<file path="config.mk">
export PLATFORM = sky130hd
export DESIGN_NAME = dma_channel
export DESIGN_NICKNAME = d
export VERILOG_FILES = /design/src/hw/dma_pkg.sv /design/src/hw/dma_channel.sv
export SDC_FILE = /design/constraint.sdc
export NUM_CORES = 1
export LEC_CHECK = 0
export BUFFER_PORTS_ARGS = -buffer_cell sky130_fd_sc_hd__buf_4
export CAP_MARGIN = 10
export CORE_MARGIN = 1
export CORE_UTILIZATION = 39
export DETAILED_ROUTE_END_ITERATION = 12
export HOLD_SLACK_MARGIN = 0.02
export PLACE_DENSITY_LB_ADDON = 0.12
export SETUP_SLACK_MARGIN = 0.15
export SLEW_MARGIN = 30
export SYNTH_ARGS = -nofsm -noshare
export SYNTH_HDL_FRONTEND = slang
export SYNTH_SLANG_ARGS = --single-unit
</file>
<file path="constraint.sdc">
create_clock -name i_clk -period 9.45 [get_ports i_clk]
set_input_delay 0.4725 -clock i_clk [delete_from_list [all_inputs] [get_ports i_clk]]
set_output_delay 0.4725 -clock i_clk [all_outputs]
set_load 0.02 [all_outputs]
</file>
<file path="src/hw/dma_pkg.sv">
package dma_pkg;
	// Register byte offsets on the APB slave
	localparam logic [7:0] MODE_OFS = 8'h00;
	localparam logic [7:0] STATUS_OFS = 8'h04;
	localparam logic [7:0] SRC_OFS = 8'h08;
	localparam logic [7:0] DST_OFS = 8'h0c;
	localparam logic [7:0] COUNT_OFS = 8'h10;
	localparam logic [7:0] MASK_OFS = 8'h14;

	// Channel mode field positions
	localparam int MODE_START = 0;
	localparam int MODE_SWRST = 1;
	localparam int MODE_BT_LO = 2;
	localparam int MODE_BT_HI = 3;
	localparam int MODE_DSIZE_LO = 4;
	localparam int MODE_DSIZE_HI = 5;
	localparam int MODE_SSIZE_LO = 6;
	localparam int MODE_SSIZE_HI = 7;
	localparam int MODE_DINC = 8;
	localparam int MODE_SINC = 9;
	localparam int MODE_REQ_LO = 10;
	localparam int MODE_REQ_HI = 11;
	localparam int MODE_INT_ON_ERROR_EN = 12;
	localparam int MODE_INT_ON_NORMAL_EN = 13;
	localparam int MODE_PERIPH_DST = 14;

	// Channel status bit positions
	localparam int STAT_DONE = 0;
	localparam int STAT_WERR = 1;
	localparam int STAT_RERR = 2;
	localparam int STAT_UNSYNC = 3;

	// Interrupt mask enable for this channel
	localparam int MASK_CHAN_EN = 11;

	// Request modes and operand sizes
	localparam logic [1:0] REQ_INT_THROTTLE = 2'h0;
	localparam logic [1:0] REQ_INT_BURST = 2'h1;
	localparam logic [1:0] REQ_EXT_BURST = 2'h2;
	localparam logic [1:0] REQ_EXT_STEAL = 2'h3;
	localparam logic [1:0] SIZE_BYTE = 2'h1;
	localparam logic [1:0] SIZE_WORD = 2'h2;

	// Idle gap after each throttled operand, per bandwidth setting
	localparam logic [5:0] GAP_75 = 6'h01;
	localparam logic [5:0] GAP_50 = 6'h03;
	localparam logic [5:0] GAP_25 = 6'h09;
	localparam logic [5:0] GAP_12 = 6'h15;

	// Reset values and fixed interrupt level
	localparam logic [15:0] MODE_RESET = 16'h0000;
	localparam logic [7:0] STATUS_RESET = 8'h00;
	localparam logic [15:0] MASK_RESET = 16'h0000;
	localparam logic [2:0] IRQ_LEVEL = 3'h4;
	localparam logic [2:0] IRQ_NONE = 3'h0;

	typedef enum logic [4:0] {
		S_IDLE = 5'h01,
		S_ARB = 5'h02,
		S_READ = 5'h04,
		S_WRITE = 5'h08,
		S_GAP = 5'h10
	} state_type;

	typedef struct packed {
		logic psel;
		logic penable;
		logic pwrite;
		logic [7:0] paddr;
		logic [31:0] pwdata;
	} apb_req_type;

	typedef struct packed {
		logic [31:0] prdata;
		logic pready;
		logic pslverr;
	} apb_rsp_type;

	typedef struct packed {
		logic rd;
		logic wr;
		logic byte_size;
		logic [23:0] addr;
		logic [15:0] wdata;
	} sys_req_type;

	typedef struct packed {
		logic [15:0] rdata;
		logic ack;
		logic err;
	} sys_rsp_type;
endpackage : dma_pkg

</file>
<file path="src/hw/dma_channel.sv">
// Our own choices: the register offsets and the APB register port.
`timescale 1ns/1ns
module dma_channel
	import dma_pkg::*;
(
	input wire logic i_clk,
	input wire logic i_rst,
	input wire apb_req_type i_apb,
	output apb_rsp_type o_apb,
	output sys_req_type o_bus,
	input wire sys_rsp_type i_bus,
	input wire logic i_core_busy,
	input wire logic i_ext_master,
	input wire logic i_xfer_request_n,
	output logic o_xfer_ack_n,
	output logic o_bus_grant_ack_n,
	input wire logic i_term_n,
	output logic o_term_n,
	output logic o_term_oe,
	output logic [2:0] o_int_level
);

	typedef struct packed {
		state_type st;
		logic [15:0] mode;
		logic [7:0] status;
		logic [15:0] mask;
		logic [23:0] src;
		logic [23:0] dst;
		logic [15:0] cnt;
		logic [15:0] data;
		logic second;
		logic req_prev;
		logic pend;
		logic term_seen;
		logic [5:0] gap;
		apb_rsp_type apb;
		sys_req_type bus;
		logic xack_n;
		logic bga_n;
		logic term_n;
		logic term_oe;
		logic [2:0] irq;
	} chan_state_type;

	chan_state_type q, d;

	// Next-state logic: register file, request capture, operand sequencer
	always_comb begin
		logic take;
		logic [1:0] rmode;
		logic ext;
		logic pack;
		logic dbyte;
		logic sbyte;
		logic last;
		logic [15:0] dbytes;
		logic [7:0] rbyte;
		logic go_read;
		logic go_write;
		logic release_bus;
		logic ended;
		logic req;
		take = 1'b0;
		rmode = 2'h0;
		ext = 1'b0;
		pack = 1'b0;
		dbyte = 1'b0;
		sbyte = 1'b0;
		last = 1'b0;
		dbytes = 16'h0000;
		rbyte = 8'h00;
		go_read = 1'b0;
		go_write = 1'b0;
		release_bus = 1'b0;
		ended = 1'b0;
		req = 1'b0;
		d = q;

		// APB slave: one wait state, write lands on the pready edge
		take = i_apb.psel && i_apb.penable && q.apb.pready;
		d.apb.pready = i_apb.psel && i_apb.penable && !q.apb.pready;
		if (i_apb.psel && i_apb.penable && !q.apb.pready) begin
			d.apb.pslverr = 1'b0;
			case (i_apb.paddr)
				MODE_OFS: d.apb.prdata = {16'h0000, q.mode};
				STATUS_OFS: d.apb.prdata = {24'h000000, q.status};
				SRC_OFS: d.apb.prdata = {8'h00, q.src};
				DST_OFS: d.apb.prdata = {8'h00, q.dst};
				COUNT_OFS: d.apb.prdata = {16'h0000, q.cnt};
				MASK_OFS: d.apb.prdata = {16'h0000, q.mask};
				default: begin
					d.apb.prdata = 32'h00000000;
					d.apb.pslverr = 1'b1;
				end
			endcase
		end
		if (take && i_apb.pwrite) begin
			case (i_apb.paddr)
				MODE_OFS: d.mode = i_apb.pwdata[15:0];
				STATUS_OFS: d.status = q.status & ~i_apb.pwdata[7:0];
				SRC_OFS: d.src = i_apb.pwdata[23:0];
				DST_OFS: d.dst = i_apb.pwdata[23:0];
				COUNT_OFS: d.cnt = i_apb.pwdata[15:0];
				MASK_OFS: d.mask = i_apb.pwdata[15:0];
				default: d.mode = q.mode;
			endcase
		end

		// Decoded mode, based on the stored copy
		rmode = q.mode[MODE_REQ_HI:MODE_REQ_LO];
		ext = rmode[1];
		sbyte = q.mode[MODE_SSIZE_HI:MODE_SSIZE_LO] == SIZE_BYTE;
		dbyte = q.mode[MODE_DSIZE_HI:MODE_DSIZE_LO] == SIZE_BYTE;
		pack = sbyte && (q.mode[MODE_DSIZE_HI:MODE_DSIZE_LO] == SIZE_WORD);
		dbytes = dbyte ? 16'h0001 : 16'h0002;
		last = q.cnt <= dbytes;
		rbyte = q.bus.addr[0] ? i_bus.rdata[7:0] : i_bus.rdata[15:8];

		// Edge capture for cycle steal; a new edge beats consumption
		d.req_prev = !i_xfer_request_n;
		if (rmode == REQ_EXT_STEAL && !i_xfer_request_n && !q.req_prev) begin
			d.pend = 1'b1;
		end
		req = q.mode[MODE_START] && (!ext || (rmode == REQ_EXT_BURST && !i_xfer_request_n) ||
			(rmode == REQ_EXT_STEAL && q.pend));

		// Operand sequencer
		case (q.st)
			S_IDLE: begin
				// A zero count never leaves idle; start alone moves nothing
				if (req && q.cnt != 16'h0000) begin
					d.st = S_ARB;
				end
			end
			S_ARB: begin
				// Wait for the core cycle and any outside master to finish
				if (!i_core_busy && !i_ext_master) begin
					d.bga_n = 1'b0;
					d.term_seen = 1'b0;
					go_read = 1'b1;
				end
			end
			S_READ: begin
				if (i_bus.err) begin
					d.status[STAT_RERR] = 1'b1;
					release_bus = 1'b1;
					ended = 1'b1;
				end else if (i_bus.ack) begin
					if (ext && !q.mode[MODE_PERIPH_DST] && !i_term_n && !q.term_oe) begin
						d.term_seen = 1'b1;
						if (pack && !q.second) begin
							d.status[STAT_UNSYNC] = 1'b1;
						end
					end
					if (!sbyte) begin
						d.data = i_bus.rdata;
					end else if (pack && !q.second) begin
						d.data[15:8] = rbyte;
					end else if (pack) begin
						d.data[7:0] = rbyte;
					end else begin
						d.data = {rbyte, rbyte};
					end
					// Packing keeps every read on one byte lane
					if (q.mode[MODE_SINC]) begin
						d.src = q.src + ((sbyte && !pack) ? 24'h000001 : 24'h000002);
					end
					if (pack && !q.second) begin
						d.second = 1'b1;
						go_read = 1'b1;
					end else begin
						d.second = 1'b0;
						go_write = 1'b1;
					end
				end
			end
			S_WRITE: begin
				if (i_bus.err) begin
					d.status[STAT_WERR] = 1'b1;
					release_bus = 1'b1;
					ended = 1'b1;
				end else if (i_bus.ack) begin
					if (ext && q.mode[MODE_PERIPH_DST] && !i_term_n && !q.term_oe) begin
						d.term_seen = 1'b1;
					end
					// Count stops at zero so an odd tail cannot wrap around
					d.cnt = last ? 16'h0000 : q.cnt - dbytes;
					if (q.mode[MODE_DINC]) begin
						d.dst = q.dst + (dbyte ? 24'h000001 : 24'h000002);
					end
					// Completion only reached on an error-free write
					if (last || d.term_seen) begin
						d.status[STAT_DONE] = 1'b1;
						ended = 1'b1;
					end
					if (!ended && q.mode[MODE_START] && (rmode == REQ_INT_BURST ||
						(rmode == REQ_EXT_BURST && !i_xfer_request_n))) begin
						go_read = 1'b1;
					end else begin
						release_bus = 1'b1;
					end
				end
			end
			S_GAP: begin
				// Idle until the gap runs out, then arbitrate like a fresh request
				if (q.gap == 6'h00) begin
					d.st = S_IDLE;
				end else begin
					d.gap = q.gap - 6'h01;
				end
			end
			default: d.st = S_IDLE;
		endcase

		// Start a bus read from the source pointer
		if (go_read) begin
			d.st = S_READ;
			d.bus.rd = 1'b1;
			d.bus.wr = 1'b0;
			d.bus.addr = d.src;
			d.bus.byte_size = sbyte;
			d.xack_n = !(ext && !q.mode[MODE_PERIPH_DST]);
			d.term_oe = ext && !q.mode[MODE_PERIPH_DST] && last && !(pack && !d.second);
			d.term_n = !d.term_oe;
			if (q.st == S_ARB || q.st == S_WRITE) begin
				d.pend = 1'b0;
				if (rmode == REQ_EXT_STEAL && !i_xfer_request_n && !q.req_prev) begin
					d.pend = 1'b1;
				end
			end
		end
		// Start a bus write to the destination pointer
		if (go_write) begin
			d.st = S_WRITE;
			d.bus.rd = 1'b0;
			d.bus.wr = 1'b1;
			d.bus.addr = q.dst;
			d.bus.byte_size = dbyte;
			d.bus.wdata = dbyte ? {d.data[7:0], d.data[7:0]} : d.data;
			d.xack_n = !(ext && q.mode[MODE_PERIPH_DST]);
			d.term_oe = ext && q.mode[MODE_PERIPH_DST] && last;
			d.term_n = !d.term_oe;
		end
		// Give the bus back; ack and terminate go idle with it
		if (release_bus) begin
			d.bus.rd = 1'b0;
			d.bus.wr = 1'b0;
			d.bga_n = 1'b1;
			d.xack_n = 1'b1;
			d.term_oe = 1'b0;
			d.term_n = 1'b1;
			d.second = 1'b0;
			if (!ended && rmode == REQ_INT_THROTTLE) begin
				d.st = S_GAP;
				case (q.mode[MODE_BT_HI:MODE_BT_LO])
					2'h0: d.gap = GAP_75;
					2'h1: d.gap = GAP_50;
					2'h2: d.gap = GAP_25;
					default: d.gap = GAP_12;
				endcase
			end else begin
				d.st = S_IDLE;
			end
		end
		if (ended) begin
			d.mode[MODE_START] = 1'b0;
		end

		// Software reset aborts the block and wipes the flags
		if (d.mode[MODE_SWRST]) begin
			d.status = STATUS_RESET;
			d.mode[MODE_START] = 1'b0;
			d.st = S_IDLE;
			d.bus.rd = 1'b0;
			d.bus.wr = 1'b0;
			d.bga_n = 1'b1;
			d.xack_n = 1'b1;
			d.term_oe = 1'b0;
			d.term_n = 1'b1;
			d.pend = 1'b0;
			d.second = 1'b0;
		end

		// Level-four request gated by mask and mode enables
		d.irq = (d.mask[MASK_CHAN_EN] && ((d.mode[MODE_INT_ON_NORMAL_EN] && d.status[STAT_DONE]) ||
			(d.mode[MODE_INT_ON_ERROR_EN] && (d.status[STAT_RERR] || d.status[STAT_WERR])))) ?
			IRQ_LEVEL : IRQ_NONE;
	end

	// State register; reset also idles the grant ack pin high
	always_ff @(posedge i_clk) begin
		if (i_rst) begin
			// Blanket clear first, then the strobes that idle high
			q <= '0;
			q.st <= S_IDLE;
			q.mode <= MODE_RESET;
			q.status <= STATUS_RESET;
			q.mask <= MASK_RESET;
			q.xack_n <= 1'b1;
			q.bga_n <= 1'b1;
			q.term_n <= 1'b1;
		end else begin
			q <= d;
		end
	end

	// Outputs straight from the state register
	assign o_apb = q.apb;
	assign o_bus = q.bus;
	assign o_xfer_ack_n = q.xack_n;
	assign o_bus_grant_ack_n = q.bga_n;
	assign o_term_n = q.term_n;
	assign o_term_oe = q.term_oe;
	assign o_int_level = q.irq;

endmodule : dma_channel

</file>
# After elaboration in Yosys (flattened, before gate mapping)

Cells that the tools add are included.

Add/subtract/negate cells: 4
Order comparisons: 1
Equal/unequal tests: 27
Multiplexer cells: 99
Bitwise logic cells: 2
Reductions and logical operators: 75

Operators by type and width:

| operator                                       | number |
|---|---|
| two-way mux 24 bit                             | 7 |
| case mux 24 bit (6 select lines)               | 1 |
| two-way mux 40 bit                             | 3 |
| two-way mux 102 bit                            | 1 |
| two-way mux 16 bit                             | 5 |
| two-way mux 17 bit                             | 3 |
| adder 24 x 2 -> 24 bit                         | 2 |
| two-way mux 1 bit                              | 46 |
| two-way mux 43 bit                             | 1 |
| two-way mux 8 bit                              | 5 |
| logical AND 1 bit                              | 30 |
| two-way mux 5 bit                              | 6 |
| case mux 5 bit (3 select lines)                | 2 |
| two-way mux 26 bit                             | 1 |
| two-way mux 6 bit                              | 4 |
| logical NOT 1 bit                              | 19 |
| == test 8 x 4 -> 1 bit (second input constant) | 2 |
| == test 8 x 5 -> 1 bit (second input constant) | 2 |
| less-or-equal comparator 16 x 2 -> 1 bit       | 1 |
| nonzero test 16 bit                            | 1 |
| subtractor 16 x 2 -> 16 bit                    | 1 |
| two-way mux 14 bit                             | 1 |
| two-way mux 2 bit                              | 7 |
| inequality test 2 bit (second input constant)  | 6 |
| 29 further kinds                               | 51 |

Flip-flop bits (word level): 219
Input bits: 67
Output and inout port bits: 84
Logic and storage cells: 239

# Depth between registers and ports, before layout

Depth after elaboration: 22
Gate-level depth with buffers: 15
Mapped depth without buffers: 11

# Worst setup path after synthesis

No wires, ideal clock.

Path type: reg2reg
Start point: register q[203] (netlist bit)
End point: register q, in the netlist o_bus[39]
Setup time: 122 ps
Arrival: 3003 ps
Required time: 9328 ps
Slack: 6326 ps
Cell stages (with the launch flop): 16
Path buffers: 4
Period minus slack after synthesis: 3124 ps
Path through: dfxtp_1 > nand2b_1 > clkbuf_1 > clkinv_1 > clkbuf_1 > ha_1 > inv_1 > ha_1 > nor2b_1 > a221o_1 > o31ai_4 > buf_4 > o21ai_1 > buf_2 > nor2_4 > a221o_1

Word-level cells in the longest chain between the ends: 16
Elaborated cells between the ends (all ways): 36
Those cells by class: 1 x add/sub; 1 x order compare; 2 x eq/ne; 23 x mux; 9 x reduce/logical

RTL lines:

| element                                  | RTL line           | source |
|---|---|---|
| from (decl)                              | dma_channel.sv:46  | `chan_state_type q, d;` |
| == test 2 x 1 -> 1 bit                   | dma_channel.sv:114 | `dbyte = q.mode[MODE_DSIZE_HI:MODE_DSIZE_LO] == SIZE_BYTE;` |
| two-way mux 2 bit                        | dma_channel.sv:116 | `dbytes = dbyte ? 16'h0001 : 16'h0002;` |
| less-or-equal comparator 16 x 2 -> 1 bit | dma_channel.sv:117 | `last = q.cnt <= dbytes;` |
| logical OR 1 bit                         | dma_channel.sv:193 | `if (last \|\| d.term_seen) begin` |
| two-way mux 1 bit                        | dma_channel.sv:193 |  |
| two-way mux 1 bit                        | dma_channel.sv:183 | `end else if (i_bus.ack) begin` |
| two-way mux 1 bit                        | dma_channel.sv:179 | `if (i_bus.err) begin` |
| two-way mux 1 bit                        | dma_channel.sv:129 | `case (q.st)` |
| logical NOT 1 bit                        | dma_channel.sv:197 | `if (!ended && q.mode[MODE_START] && (rmode == REQ_INT_BURST \|\|` |
| logical AND 1 bit (2 in series)          | dma_channel.sv:197 |  |
| two-way mux 1 bit                        | dma_channel.sv:197 |  |
| two-way mux 1 bit                        | dma_channel.sv:183 |  |
| two-way mux 1 bit                        | dma_channel.sv:179 |  |
| case mux 1 bit (3 select lines)          | dma_channel.sv:129 |  |
| nonzero test 2 bit (no source line)      | --                 |  |

Several ways; a longest one is shown, not always the timed one. The select of a mux whose other input is x is not followed.
A chain may end at the register's enable or synchronous reset.

# Final worst setup path

Start point: register q[203] (netlist bit)
End point: register q, in the netlist o_bus[35]

The elaborated chain is that of the path after synthesis.

==> insert_results.sql <==
INSERT INTO impl_metrics (metric_group, metric, value, unit) VALUES
('placement', 'place_hpwl', '27.1', 'mm'),
('sta', 'hold_viol_final', '0', ''),
('sta', 'setup_tns', '0', 'ps'),
('synthesis', 'synth_edf_count', '0', ''),
('sta', 'rsz0062_at_grt', 'false', ''),
('detailed_routing', 'wirelength', '38.0', 'mm'),
('outcome', 'status', 'complete, no violations', ''),
('worst_setup_path', 'critPathSlowestCell', 'sky130_fd_sc_hd__clkinv_1', ''),
('power', 'power_density', '151', 'nW/um^2'),
('final_layout', 'final.fill_count', '2985', ''),
('power', 'peakVddDrop', '0.000122', 'V'),
('detailed_routing', 'number_of_remaining_drc_errors', '0', ''),
('synthesis', 'netlist_top_cells_area', 'sky130_fd_sc_hd__dfxtp_1, sky130_fd_sc_hd__nor2_1, sky130_fd_sc_hd__buf_4, sky130_fd_sc_hd__nand2_1, sky130_fd_sc_hd__a21oi_1', ''),
('sta', 'maxSlewViolCount', '0', ''),
('synthesis', 'synth.largest_area_cell', 'sky130_fd_sc_hd__dfxtp_1', ''),
('grt', 'maximum_number_of_pins_on_one_net_before_global_route_repair', '76', ''),
('detailed_routing', 'dr_total_vias', '10700', ''),
('hold_path', 'hold_end', 'q[92]', ''),
('synthesis', 'synth.ff_latch_count', '209', ''),
('worst_setup_path', 'critPathRequiredTime', '9870', 'ps'),
('synthesis', 'mapped_cell_area', '11400', 'sq um'),
('worst_setup_path', 'worstReg2RegStart', 'q[203]', ''),
('grt', 'groute.usage.overall', '0.250', ''),
('final_layout', 'n_antenna_cell', '0', ''),
('worst_setup_path', 'ff2ff_setup_slack', '5760', 'ps'),
('die', 'design.die.area', '29900', 'sq um'),
('final_layout', 'utilization', '0.449', ''),
('synthesis', 'synthDistinctLibCells', '83', ''),
('die', 'top_level_ports', '151', ''),
('placement', 'pre_cts_ws', '5790', 'ps'),
('worst_setup_path', 'critical_path.endpoint_type', 'flop', ''),
('grt', 'grt_pass1_wl', '59.4', 'mm'),
('die', 'initial_core_util', '0.397', ''),
('die', 'row_count', '62', ''),
('grt', 'grt_pass1_vias', '10000', ''),
('worst_setup_path', 'critPathArrivalTime', '4110', 'ps'),
('die', 'floorplan.die.height', '173', 'microns'),
('sta', 'max_clock_freq', '0.271', 'GHz'),
('flow_run', 'maxCapViolCount', '0', ''),
('sta', 'setup_viol', '0', ''),
('sta', 'timing.hold.ws', '126', 'ps'),
('worst_setup_path', 'worst-r2r-cell-count', '12', ''),
('clock_network', 'clkTransAtPathRegs', '60', 'ps'),
('sta', 'worst_pin_slew', '936', 'ps'),
('final_layout', 'fin_nets', '1527', ''),
('synthesis', 'main_flop_type_after_synthesis', 'sky130_fd_sc_hd__dfxtp_1', ''),
('clock_network', 'clock_tree.htree_level_count', '1', ''),
('worst_setup_path', 'critPathLaunchType', 'flop', ''),
('detailed_routing', 'drt-wirelength-per-cell', '20.6', 'microns'),
('hold_path', 'min-delay-start', 'i_xfer_request_n', ''),
('placement', 'placement.io_buffers', '132', ''),
('die', 'design.core.area', '28700', 'sq um'),
('grt', 'grt_antenna_before_repair', '0', ''),
('synthesis', 'postSynthCellCount', '1440', ''),
('clock_network', 'tritoncts.num_buffers', '25', ''),
('clock_network', 'root_buffer', 'sky130_fd_sc_hd__clkbuf_16', ''),
('worst_setup_path', 'rr_endpoint', 'o_bus[35]', ''),
('detailed_routing', 'drt_iter0_markers', '924', ''),
('clock_network', 'ctsLongestPathBuffers', '3', ''),
('placement', 'finalWeightedCongestion', '0.910', ''),
('sta', 'period_minus_slack', '3690', 'ps'),
('placement', 'placed_cells_incl_taps', '1809', ''),
('synthesis', 'synthesis.area_per_instance', '7.91', 'sq um'),
('sta', 'post-route-period-util', '0.391', ''),
('clock_network', 'cts_num_sinks', '209', ''),
('clock_network', 'cts_tree', 'done', ''),
('grt', 'grt_overflow_total', '0', ''),
('power', 'power.static_leakage', '4.90', 'nW'),
('synthesis', 'synth_largest_type_area_fraction', '0.367', ''),
('sta', 'worst_slew_margin_rel', '0.376', ''),
('clock_network', 'post-cts-setup-buffer-count', '0', '');
[critical path, delay by kind of cell, from the launching register on]
| family | cells | cell delay, ps |
|---|---|---|
| buf+inv | 3 | 900 |
| fa+ha+maj | 2 | 620 |
| compound gates | 4 | 1110 |
| simple gates | 3 | 420 |
| flops | 1 | 480 |
[flip-flops by register name (all words and copies together), names as in the netlist]
register and cells:
q 135, o_term_n 1, o_bus 43, o_bus_grant_ack_n 1, o_apb 26, o_int_level 1
o_term_oe 1, o_xfer_ack_n 1
[layer usage]
layer	up-vias	track usage	share of wire
met5	-	0	0
met4	0	0.0653	0.024
met3	56	0.0292	0.064
met2	382	0.411	0.46
met1	5142	0.346	0.45
li1	5127	-	-
[cells by family (layout without fill, tap and decap cells)]
group / count (synthesis) / in the layout / share of synthesized area
flops: 209 / 209 / 0.367
mux: 59 / 59 / 0.0529
compound gates: 346 / 346 / 0.213
simple gates: 606 / 606 / 0.250
buf+inv: 194 / 211 / 0.0931
xor+xnor: 17 / 17 / 0.0131
other cells: 1 / 10 / 0.000329
fa+ha+maj: 8 / 8 / 0.00944
[worst max path at each step]
stage,startpoint,endpoint,cells past startpoint
2_1_floorplan,q[203],o_bus[39],15
3_3_place_gp,q[203],o_bus[22],10
3_5_place_dp,q[203],o_bus[33],12
4_1_cts,q[203],o_bus[33],12
5_1_grt,q[203],o_bus[19],12
6_report,q[203],o_bus[35],12
[stage by stage]
step                      total power [mW]  area [sq um]
after CTS                             1.96         12900
after detailed placement             0.999         12100
after floorplan                      0.955         11400
after global routing                  2.01         12900
after global placement               0.999         12100
final                                 1.95         12900
[synth_stat cells, drive strengths merged, types with 6 or more instances]
cell type / instances
a2111oi: 19
a211oi: 25
a21o: 7
a21oi: 99
a221o: 9
a221oi: 13
a22oi: 30
a31oi: 17
a32oi: 6
and2: 13
and3: 16
buf: 100
clkbuf: 75
dfxtp: 209
ha: 7
inv: 18
mux2: 10
mux2i: 49
nand2: 163
nand2b: 9
nand3: 45
nand4: 16
nor2: 210
nor2b: 12
nor3: 46
nor4: 21
o211ai: 9
o21ai: 49
o221ai: 11
o22ai: 9
or2: 7
or3: 14
or4: 9
xnor2: 8
xor2: 9
[report_power, final]
| group | internal [mW] | leakage, nW | switching [mW] | total, mW |
|---|---|---|---|---|
| Clock | 0.582 | 0.398 | 0.386 | 0.968 |
| Combinational | 0.0303 | 2.82 | 0.0625 | 0.0929 |
| Sequential | 0.885 | 1.68 | 0.00265 | 0.887 |
| Total | 1.50 | 4.90 | 0.451 | 1.95 |
[cell type report]
type / count / area (sq um) / area share
clock buffer: 36 / 727 / 0.0564
clock inverter: 5 / 78.8 / 0.00612
inverter: 19 / 71.3 / 0.00554
multi-input combinational: 1046 / 6200 / 0.482
sequential: 209 / 4180 / 0.325
tap: 384 / 480 / 0.0373
timing repair buffer: 151 / 1140 / 0.0883
[cells in the final DEF, fill, tap and decap left out, types with 17 or more instances in the layout]
cell and count:
sky130_fd_sc_hd__inv_1 18, sky130_fd_sc_hd__dfxtp_1 209, sky130_fd_sc_hd__clkbuf_16 25, sky130_fd_sc_hd__nor3_1 44, sky130_fd_sc_hd__nor4_1 20, sky130_fd_sc_hd__buf_4 150
sky130_fd_sc_hd__a211oi_1 25, sky130_fd_sc_hd__nand3_1 45, sky130_fd_sc_hd__nor2_1 207, sky130_fd_sc_hd__o21ai_0 46, sky130_fd_sc_hd__a21oi_1 99, sky130_fd_sc_hd__nand2_1 162
sky130_fd_sc_hd__mux2i_1 49, sky130_fd_sc_hd__a22oi_1 30, sky130_fd_sc_hd__a31oi_1 17
Note: power is estimated with default switching activity, not from simulation.
